===== src/hw/wdtb_map.svh =====
`ifndef WDTB_MAP_SVH
`define WDTB_MAP_SVH

// register byte offsets, one aligned word each
`define WDTB_OFS_CTRL 8'h00
`define WDTB_OFS_STATUS 8'h04
`define WDTB_OFS_ICLR 8'h08
`define WDTB_OFS_IEN 8'h0C
`define WDTB_OFS_COUNT 8'h10

// control register field positions
`define WDTB_CTRL_ENABLE_BIT 7
`define WDTB_CTRL_RESTART_BIT 6
`define WDTB_CTRL_IDLE_RUN_BIT 3
`define WDTB_CTRL_SEL_MSB 2
`define WDTB_CTRL_SEL_LSB 0
`define WDTB_CTRL_WIDTH 8

// event bit positions of status, clear and enable registers
`define WDTB_EVT_EXPIRE_BIT 0
`define WDTB_EVT_WIDTH 1

// reset values
`define WDTB_CTRL_RESET 8'h00
`define WDTB_EVT_RESET 1'h0

// timing counts
`define WDTB_OSC_PER_MC 12
`define WDTB_TIMER_BITS 14
`define WDTB_PRESCALE_BITS 8

// bus encodings
`define WDTB_HTRANS_NONSEQ_BIT 1
`define WDTB_HSIZE_WORD 3'h2

`endif


===== src/hw/wdtb_pkg.sv =====
`include "wdtb_map.svh"

package wdtb_pkg;

    // control register layout, msb first
    typedef struct packed {
        logic enable;
        logic restart;
        logic [1:0] rsvd;
        logic idle_run;
        logic [2:0] sel;
    } wdtb_ctrl_t;

    // what the divider chain needs from the register file
    typedef struct packed {
        logic run;
        logic clear;
        logic [2:0] sel;
    } wdtb_div_cfg_t;

    // latched address phase of one bus transfer
    typedef struct packed {
        logic write;
        logic read;
        logic word;
        logic [7:0] addr;
    } wdtb_addr_phase_t;

endpackage : wdtb_pkg


===== src/hw/wdtb_divider.sv =====
`timescale 1ns/1ps
`default_nettype none
`include "wdtb_map.svh"

module wdtb_divider
    import wdtb_pkg::*;
#(
    parameter int MC_DIV = `WDTB_OSC_PER_MC,
    parameter int TIMER_W = `WDTB_TIMER_BITS
) (
    input wire logic hclk,
    input wire logic hresetn,
    input wire wdtb_div_cfg_t cfg,
    output logic [TIMER_W-1:0] timer_value,
    output logic expire
);

    localparam int MC_W = $clog2(MC_DIV);
    localparam logic [MC_W-1:0] MC_LAST = MC_W'(MC_DIV - 1);

    logic [MC_W-1:0] mc_q;
    logic [`WDTB_PRESCALE_BITS-1:0] ps_q;
    logic [TIMER_W-1:0] timer_q;
    logic expire_q;
    logic mc_tick;
    logic ps_wrap;

    // last prescaler count for each select code
    function automatic logic [`WDTB_PRESCALE_BITS-1:0] ps_last(input logic [2:0] sel);
        logic [`WDTB_PRESCALE_BITS-1:0] r;
        r = 8'h01;
        unique case (sel)
            3'h0: r = 8'h01;
            3'h2: r = 8'h03;
            3'h1: r = 8'h07;
            3'h3: r = 8'h0F;
            3'h4: r = 8'h1F;
            3'h5: r = 8'h3F;
            3'h6: r = 8'h7F;
            3'h7: r = 8'hFF;
        endcase
        return r;
    endfunction : ps_last

    assign mc_tick = cfg.run && (mc_q == MC_LAST);
    // >= so that a smaller select taken mid-count still wraps at the next machine-cycle tick
    assign ps_wrap = mc_tick && (ps_q >= ps_last(cfg.sel));

    // machine cycle: twelve oscillator clocks
    always_ff @(posedge hclk or negedge hresetn) begin
        if (!hresetn) begin
            mc_q <= '0;
        end else if (cfg.clear) begin
            mc_q <= '0;
        end else if (cfg.run) begin
            mc_q <= mc_tick ? '0 : mc_q + 1'b1;
        end
    end

    always_ff @(posedge hclk or negedge hresetn) begin
        if (!hresetn) begin
            ps_q <= '0;
        end else if (cfg.clear) begin
            ps_q <= '0;
        end else if (mc_tick) begin
            ps_q <= ps_wrap ? '0 : ps_q + 1'b1;
        end
    end

    // timeout = 12 x ratio x 2^14 clocks
    always_ff @(posedge hclk or negedge hresetn) begin
        if (!hresetn) begin
            timer_q <= '0;
        end else if (cfg.clear) begin
            timer_q <= '0;
        end else if (ps_wrap) begin
            timer_q <= timer_q + 1'b1;
        end
    end

    always_ff @(posedge hclk or negedge hresetn) begin
        if (!hresetn) begin
            expire_q <= 1'b0;
        end else begin
            expire_q <= !cfg.clear && ps_wrap && (&timer_q);
        end
    end

    assign timer_value = timer_q;
    assign expire = expire_q;

endmodule : wdtb_divider
`default_nettype wire


===== src/hw/wdtb_top.sv =====
// The AHB-Lite slave port and the register addresses are this design's own decisions.
`timescale 1ns/1ps
`default_nettype none
`include "wdtb_map.svh"

module wdtb_top
    import wdtb_pkg::*;
#(
    parameter int MC_DIV = `WDTB_OSC_PER_MC,
    parameter int TIMER_W = `WDTB_TIMER_BITS
) (
    input wire logic hclk,
    input wire logic hresetn,
    input wire logic hsel,
    input wire logic [31:0] haddr,
    input wire logic [1:0] htrans,
    input wire logic hwrite,
    input wire logic [2:0] hsize,
    input wire logic [31:0] hwdata,
    input wire logic hready,
    output logic hreadyout,
    output logic [31:0] hrdata,
    output logic hresp,
    input wire logic idle_request_bit,
    output logic sys_reset_req,
    output logic irq
);

    wdtb_addr_phase_t aph_d;
    wdtb_addr_phase_t aph_q;
    wdtb_ctrl_t ctrl_q;
    wdtb_ctrl_t ctrl_wr;
    wdtb_div_cfg_t div_cfg;
    logic [`WDTB_EVT_WIDTH-1:0] status_q;
    logic [`WDTB_EVT_WIDTH-1:0] status_d;
    logic [`WDTB_EVT_WIDTH-1:0] ien_q;
    logic [`WDTB_EVT_WIDTH-1:0] ien_d;
    logic [`WDTB_EVT_WIDTH-1:0] evt_set;
    logic [`WDTB_EVT_WIDTH-1:0] evt_clr;
    logic [TIMER_W-1:0] timer_value;
    logic expire;
    logic take;
    logic wr_ctrl;
    logic wr_iclr;
    logic wr_ien;
    logic hreadyout_q;
    logic [31:0] hrdata_q;
    logic sys_reset_req_q;
    logic irq_q;

    // returns one when the offset selects the given register
    function automatic logic hits(input logic [7:0] addr, input logic [7:0] ofs);
        return addr == ofs;
    endfunction : hits

    // ---------------- bus address phase ----------------

    assign take = hsel && hready && htrans[`WDTB_HTRANS_NONSEQ_BIT];

    always_comb begin
        aph_d = '0;
        if (take) begin
            aph_d.write = hwrite;
            aph_d.read = !hwrite;
            aph_d.word = (hsize == `WDTB_HSIZE_WORD);
            aph_d.addr = haddr[7:0];
        end
    end

    // only the address phase of an accepted transfer is kept
    always_ff @(posedge hclk or negedge hresetn) begin
        if (!hresetn) begin
            aph_q <= '0;
        end else if (hready) begin
            aph_q <= aph_d;
        end else begin
            aph_q <= '0;
        end
    end

    // ---------------- write data phase ----------------

    // sub-word writes are dropped: only whole words reach a register
    assign wr_ctrl = aph_q.write && aph_q.word && hits(aph_q.addr, `WDTB_OFS_CTRL);
    assign wr_iclr = aph_q.write && aph_q.word && hits(aph_q.addr, `WDTB_OFS_ICLR);
    assign wr_ien = aph_q.write && aph_q.word && hits(aph_q.addr, `WDTB_OFS_IEN);

    assign ctrl_wr = wdtb_ctrl_t'(hwdata[`WDTB_CTRL_WIDTH-1:0]);

    always_ff @(posedge hclk or negedge hresetn) begin
        if (!hresetn) begin
            ctrl_q.enable <= 1'b0;
            ctrl_q.idle_run <= 1'b0;
            ctrl_q.sel <= 3'h0;
            ctrl_q.rsvd <= 2'h0;
        end else if (wr_ctrl) begin
            ctrl_q.enable <= ctrl_wr.enable;
            ctrl_q.idle_run <= ctrl_wr.idle_run;
            ctrl_q.sel <= ctrl_wr.sel;
            ctrl_q.rsvd <= 2'h0;
        end
    end

    // restart bit: software sets, hardware clears one clock later;
    // a new set in the clearing cycle wins so no restart is lost
    always_ff @(posedge hclk or negedge hresetn) begin
        if (!hresetn) begin
            ctrl_q.restart <= 1'b0;
        end else if (wr_ctrl && ctrl_wr.restart) begin
            ctrl_q.restart <= 1'b1;
        end else if (ctrl_q.restart) begin
            ctrl_q.restart <= 1'b0;
        end
    end

    // ---------------- divider chain ----------------

    // idle stops the cpu; counting continues only if idle-run is set
    always_comb begin
        div_cfg.run = ctrl_q.enable && (!idle_request_bit || ctrl_q.idle_run);
        div_cfg.clear = ctrl_q.restart;
        div_cfg.sel = ctrl_q.sel;
    end

    wdtb_divider #(
        .MC_DIV(MC_DIV),
        .TIMER_W(TIMER_W)
    ) u_divider (
        .hclk(hclk),
        .hresetn(hresetn),
        .cfg(div_cfg),
        .timer_value(timer_value),
        .expire(expire)
    );

    // one-cycle request; the system reset that follows resets this block too
    always_ff @(posedge hclk or negedge hresetn) begin
        if (!hresetn) begin
            sys_reset_req_q <= 1'b0;
        end else begin
            sys_reset_req_q <= expire && ctrl_q.enable;
        end
    end

    // ---------------- interrupt ----------------

    always_comb begin
        evt_set = '0;
        evt_set[`WDTB_EVT_EXPIRE_BIT] = expire && ctrl_q.enable;
        evt_clr = wr_iclr ? hwdata[`WDTB_EVT_WIDTH-1:0] : '0;
        status_d = (status_q & ~evt_clr) | evt_set;
        ien_d = wr_ien ? hwdata[`WDTB_EVT_WIDTH-1:0] : ien_q;
    end

    always_ff @(posedge hclk or negedge hresetn) begin
        if (!hresetn) begin
            status_q <= `WDTB_EVT_RESET;
        end else begin
            status_q <= status_d;
        end
    end

    always_ff @(posedge hclk or negedge hresetn) begin
        if (!hresetn) begin
            ien_q <= `WDTB_EVT_RESET;
        end else begin
            ien_q <= ien_d;
        end
    end

    // built from next values so the line follows the status bits directly
    always_ff @(posedge hclk or negedge hresetn) begin
        if (!hresetn) begin
            irq_q <= 1'b0;
        end else begin
            irq_q <= |(status_d & ien_d);
        end
    end

    // ---------------- read data phase ----------------

    // one wait state on reads: ready drops right after the address edge,
    // so the data phase cannot end before the registered read data stands
    always_ff @(posedge hclk or negedge hresetn) begin
        if (!hresetn) begin
            hreadyout_q <= 1'b1;
        end else if (take && !hwrite) begin
            hreadyout_q <= 1'b0;
        end else begin
            hreadyout_q <= 1'b1;
        end
    end

    // loaded at the edge that ends the wait state; a write just before is visible
    always_ff @(posedge hclk or negedge hresetn) begin
        if (!hresetn) begin
            hrdata_q <= 32'h00000000;
        end else if (aph_q.read) begin
            hrdata_q <= 32'h00000000;
            if (hits(aph_q.addr, `WDTB_OFS_CTRL)) begin
                hrdata_q[`WDTB_CTRL_WIDTH-1:0] <= ctrl_q;
            end else if (hits(aph_q.addr, `WDTB_OFS_STATUS)) begin
                hrdata_q[`WDTB_EVT_WIDTH-1:0] <= status_q;
            end else if (hits(aph_q.addr, `WDTB_OFS_IEN)) begin
                hrdata_q[`WDTB_EVT_WIDTH-1:0] <= ien_q;
            end else if (hits(aph_q.addr, `WDTB_OFS_COUNT)) begin
                hrdata_q[TIMER_W-1:0] <= timer_value;
            end
        end
    end

    assign hreadyout = hreadyout_q;
    assign hrdata = hrdata_q;
    assign hresp = 1'b0;
    assign sys_reset_req = sys_reset_req_q;
    assign irq = irq_q;

endmodule : wdtb_top
`default_nettype wire


===== config.mk =====
export PLATFORM = sky130hd
export DESIGN_NAME = wdtb_top
export DESIGN_NICKNAME = d
export VERILOG_FILES = /design/src/hw/wdtb_pkg.sv /design/src/hw/wdtb_divider.sv /design/src/hw/wdtb_top.sv
export VERILOG_INCLUDE_DIRS = /design/src /design/src/hw
export SDC_FILE = /design/constraint.sdc
export NUM_CORES = 1
export LEC_CHECK = 0
export BUFFER_PORTS_ARGS = -buffer_cell sky130_fd_sc_hd__buf_2
export CAP_MARGIN = 20
export CORE_MARGIN = 5
export CORE_UTILIZATION = 28
export DETAILED_ROUTE_END_ITERATION = 6
export GPL_ROUTABILITY_DRIVEN = 0
export PLACE_DENSITY = 0.61
export RECOVER_POWER = 100
export SYNTH_ARGS = -nofsm -noshare
export SYNTH_HDL_FRONTEND = slang
export SYNTH_HIERARCHICAL = 1
export SYNTH_SLANG_ARGS = --single-unit

===== constraint.sdc =====
create_clock -name hclk -period 2.72 [get_ports hclk]
set_input_delay 0.544 -clock hclk [delete_from_list [all_inputs] [get_ports hclk]]
set_output_delay 0.544 -clock hclk [all_outputs]
set_load 0.01 [all_outputs]

==> run summary <==
Dividing total power by cell area gives a power density of ~610 nW/um^2. Total power for the finished layout comes to 2.25 mW. The total I/O pin count came out at ~110. The number of antenna diodes in the final layout is 0.

The TritonCTS clock tree is built. Leaving out fill and tap cells, the most frequent cell in the layout is sky130_fd_sc_hd__dfrtp_1. Setup violations remaining at the end of the flow were counted as 0. The area of the placeable core is 11300 sq um. The initial core utilization is 28.3%. Along the worst path, the maximum fanout reaches 9. The post-CTS setup buffer count is 0. The hold violation count in the final report is 0. Setup repair after global routing left no endpoint under its margin. The floorplan die height came out at 117 um. The initial detailed-routing violation count is 104. Synthesis instantiated 46 different standard cells from the library. The transition time of the tightest slew-check pin is between 1 and 1.5 ns. The share of synthesized area occupied by flip-flops and latches is just under 50%.

The clock drives 63 sinks. The number of global-route vias before repair came out at 2484. The worst slack at placement is 0.380 ns. For this design, the CTS-stage hold fixing added 0 buffers. The highest attainable clock frequency came out at roughly 430 MHz. The wire-length estimate of the detail-placed layout is 4730 um.

The clock tree skew after final layout is 0.0116 ns. The number of violations of the max-capacitance limit is 1. In the synthesized netlist the dominant register cell turns out to be sky130_fd_sc_hd__dfrtp_1.

The average size of a mapped cell came out at 10.2 sq um. The number of antenna-violating nets in the routed design is 0. Summing every instance area after synthesis gives 3200 sq um. The H-tree generated during clock tree synthesis spans 3 levels. The clock-pin transition on the worst setup and hold timing paths came out at around 0.05 ns. The fraction of layout cells with a size suffix above 1 came out at about an eighth. The type of the setup path with the least slack is flop to flop. The worst ir drop on vdd is 0.409 mV. The total global routing overflow came out at 0. The worst setup path is captured at a flop. The area growth from synthesis to layout is 15.9%. The required time at the endpoint of the critical path came out at 2.95 ns. STA classifies the critical path startpoint as a flop. Once the clock tree was built, the resizer swapped 0 gates to a different size. The tightest slew margin relative to the limit came out at 0.563%. Synthesis produced a netlist whose cell count is between 300 and 400. The total of buffers placed on input and output ports is 40. Counting along the longest clock path gives a buffer depth of 2.

Dividing the final minimum period by the clock period gives a little under nine tenths. The initial antenna violation count is 0. The synthesis-stage register bit count is 63. The layout has 1191 filler cells. The detailed-router iteration count before antenna repair is 4. The top cell types in the final layout, fill and taps aside, are 62 x sky130_fd_sc_hd__dfrtp_1, 26 x sky130_fd_sc_hd__clkbuf_1, 24 x sky130_fd_sc_hd__a21oi_1, 22 x sky130_fd_sc_hd__buf_2, 20 x sky130_fd_sc_hd__nand3_1. The leakage power is 1.63 nW. The final layout contains routed wiring with a total length of 6630 um.

Across all setup checks in the final design, the least slack found is 0.398 ns. The total die area is 13700 sq um. Yosys mapped a number of flops with a built-in enable equal to 0. The min-delay analysis places its worst path in the category input port to flop. The number of nets in the finished design is 444. For this run, the total global-route usage over all layers was measured as 10.6%. The detail-routed via count per cell came out at 4.75. The clock latency reported for the late side of the worst-skew pair is 0.33 ns. The fraction of registers with async set/reset is 100%. The chip width came out at 117 um. The DRC violation count after routing came out at 0. The floorplan row count is 39. The final reports fail on capacitance limit. The root buffer cell is sky130_fd_sc_hd__clkbuf_16. The pin count of the biggest net entering global routing is 39. The flow ran to the end, but the final reports show violations. The setup total negative slack is 0 ns. The count of final max-slew check failures is 0. The vias after detailed routing is ~2400. The worst path arrival time came out at 2.55 ns.

Dividing the detail-routed wire length by the instance count gives ~13 um. The TritonCTS buffer count came out at 9. During synthesis, Yosys emitted a total of 6 warnings. The minimum clock period is 2.32 ns. The global-route wire length before repair came out at ~11000 um.
state kept, by name (all words and copies together) (netlist names), 4 cells and up:
name / flops
hrdata: 14
u_divider/timer_value: 14
aph_q: 11
u_divider/ps_q: 8
ctrl_q: 6
u_divider/mc_q: 4
power by group:
group | leakage (nW) | switching [mW] | internal, mW | total, mW
registers | 0.859 | 0.0231 | 0.968 | 0.991
logic | 0.626 | 0.0797 | 0.0452 | 0.125
clock network | 0.144 | 0.377 | 0.760 | 1.14
total | 1.63 | 0.480 | 1.77 | 2.25
area by class of cell:
cell class,instances,area [sq um],share of cell area (%)
Timing Repair Buffer,46,218,5.87
Tap cell,143,179,4.82
Inverter,15,56.3,1.52
Multi-Input combinational cell,224,1380,37.3
Clock inverter,1,30.0,0.809
Sequential cell,63,1580,42.5
Clock buffer,15,268,7.22
per-stage QoR:
step / std cells / cell area [sq um] / utilization, % / hold slack, ns
after floorplan: 333 / 3270 / - / 0.248
after global placement: 491 / 3500 / 30.9 / 0.507
after detailed placement: 491 / 3500 / 30.9 / 0.513
after CTS: 507 / 3790 / 33.5 / 0.254
after global routing: 507 / 3710 / 32.8 / 0.391
final: 507 / 3710 / 32.8 / 0.383
metal layers:
layer	up-vias	wire (um)	share of wire, %	global-route usage, %
met3	9	393	5.9	4.16
met1	1164	2930	44	12.5
li1	1180	-	-	-
met4	0	77	1.2	2.83
met2	56	3230	49	18.1
met5	-	0	0	0
Yosys cell counts (all sizes together) (2+ instances only):
cell	count	area (sq um)
dfrtp	62	1550
a21oi	24	120
buf	24	184
nand3	20	100
nor2	18	67.6
o21ai	18	90.1
inv	15	56.3
nand2	13	48.8
and2	12	75.1
nor3	11	71.3
ha	10	125
nand4	9	56.3
clkbuf	7	26.3
o31ai	7	52.6
or4	7	52.6
a22oi	6	45.0
and3	6	37.5
mux2	6	67.6
or3	6	42.5
xor2	6	52.6
mux2i	3	30.0
nand2b	3	18.8
a211oi	2	15.0
and4	2	18.8
nor3b	2	37.5
nor4	2	27.5
xnor2	2	17.5
cell families (layout without fill, tap and decap cells):
kind of cell | count (synthesis) | count (layout) | synth area share (%)
other cells | 1 | 19 | 0.117
buf+inv | 46 | 77 | 8.32
compound gates | 64 | 64 | 11.8
simple gates | 114 | 114 | 21.3
fa+ha+maj | 10 | 10 | 3.91
mux | 9 | 9 | 3.05
flops | 63 | 63 | 49.3
xor+xnor | 8 | 8 | 2.19
worst paths after layout:
| path | startpoint | slack (ns) | depth (start not counted) | endpoint |
|---|---|---|---|---|
| min | hsize[0] | 0.38 | 2 | aph_q[8] |
| max reg2reg | ctrl_q[2] | 0.40 | 8 | u_divider/timer_value[10] |
| max | ctrl_q[2] | 0.40 | 8 | u_divider/timer_value[10] |
| min reg2reg | hrdata[9] | 0.52 | 2 | hrdata[9] |
| min in group asynchronous | hresetn | 0.57 | 1 | u_divider/timer_value[1] |
| max in group asynchronous | hresetn | 1.27 | 1 | hrdata[12] |
critical path, stage by stage, from the launching register on:
cell and delay [ns]:
sky130_fd_sc_hd__dfrtp_1 0.51, sky130_fd_sc_hd__nand2_1 0.11, sky130_fd_sc_hd__ha_1 0.32, sky130_fd_sc_hd__a21oi_1 0.07, sky130_fd_sc_hd__o21ai_0 0.23, sky130_fd_sc_hd__a21oi_1 0.10, sky130_fd_sc_hd__clkbuf_1 0.21, sky130_fd_sc_hd__or4_1 0.54
sky130_fd_sc_hd__a21oi_1 0.15
Power figures use the tool's default switching activity.
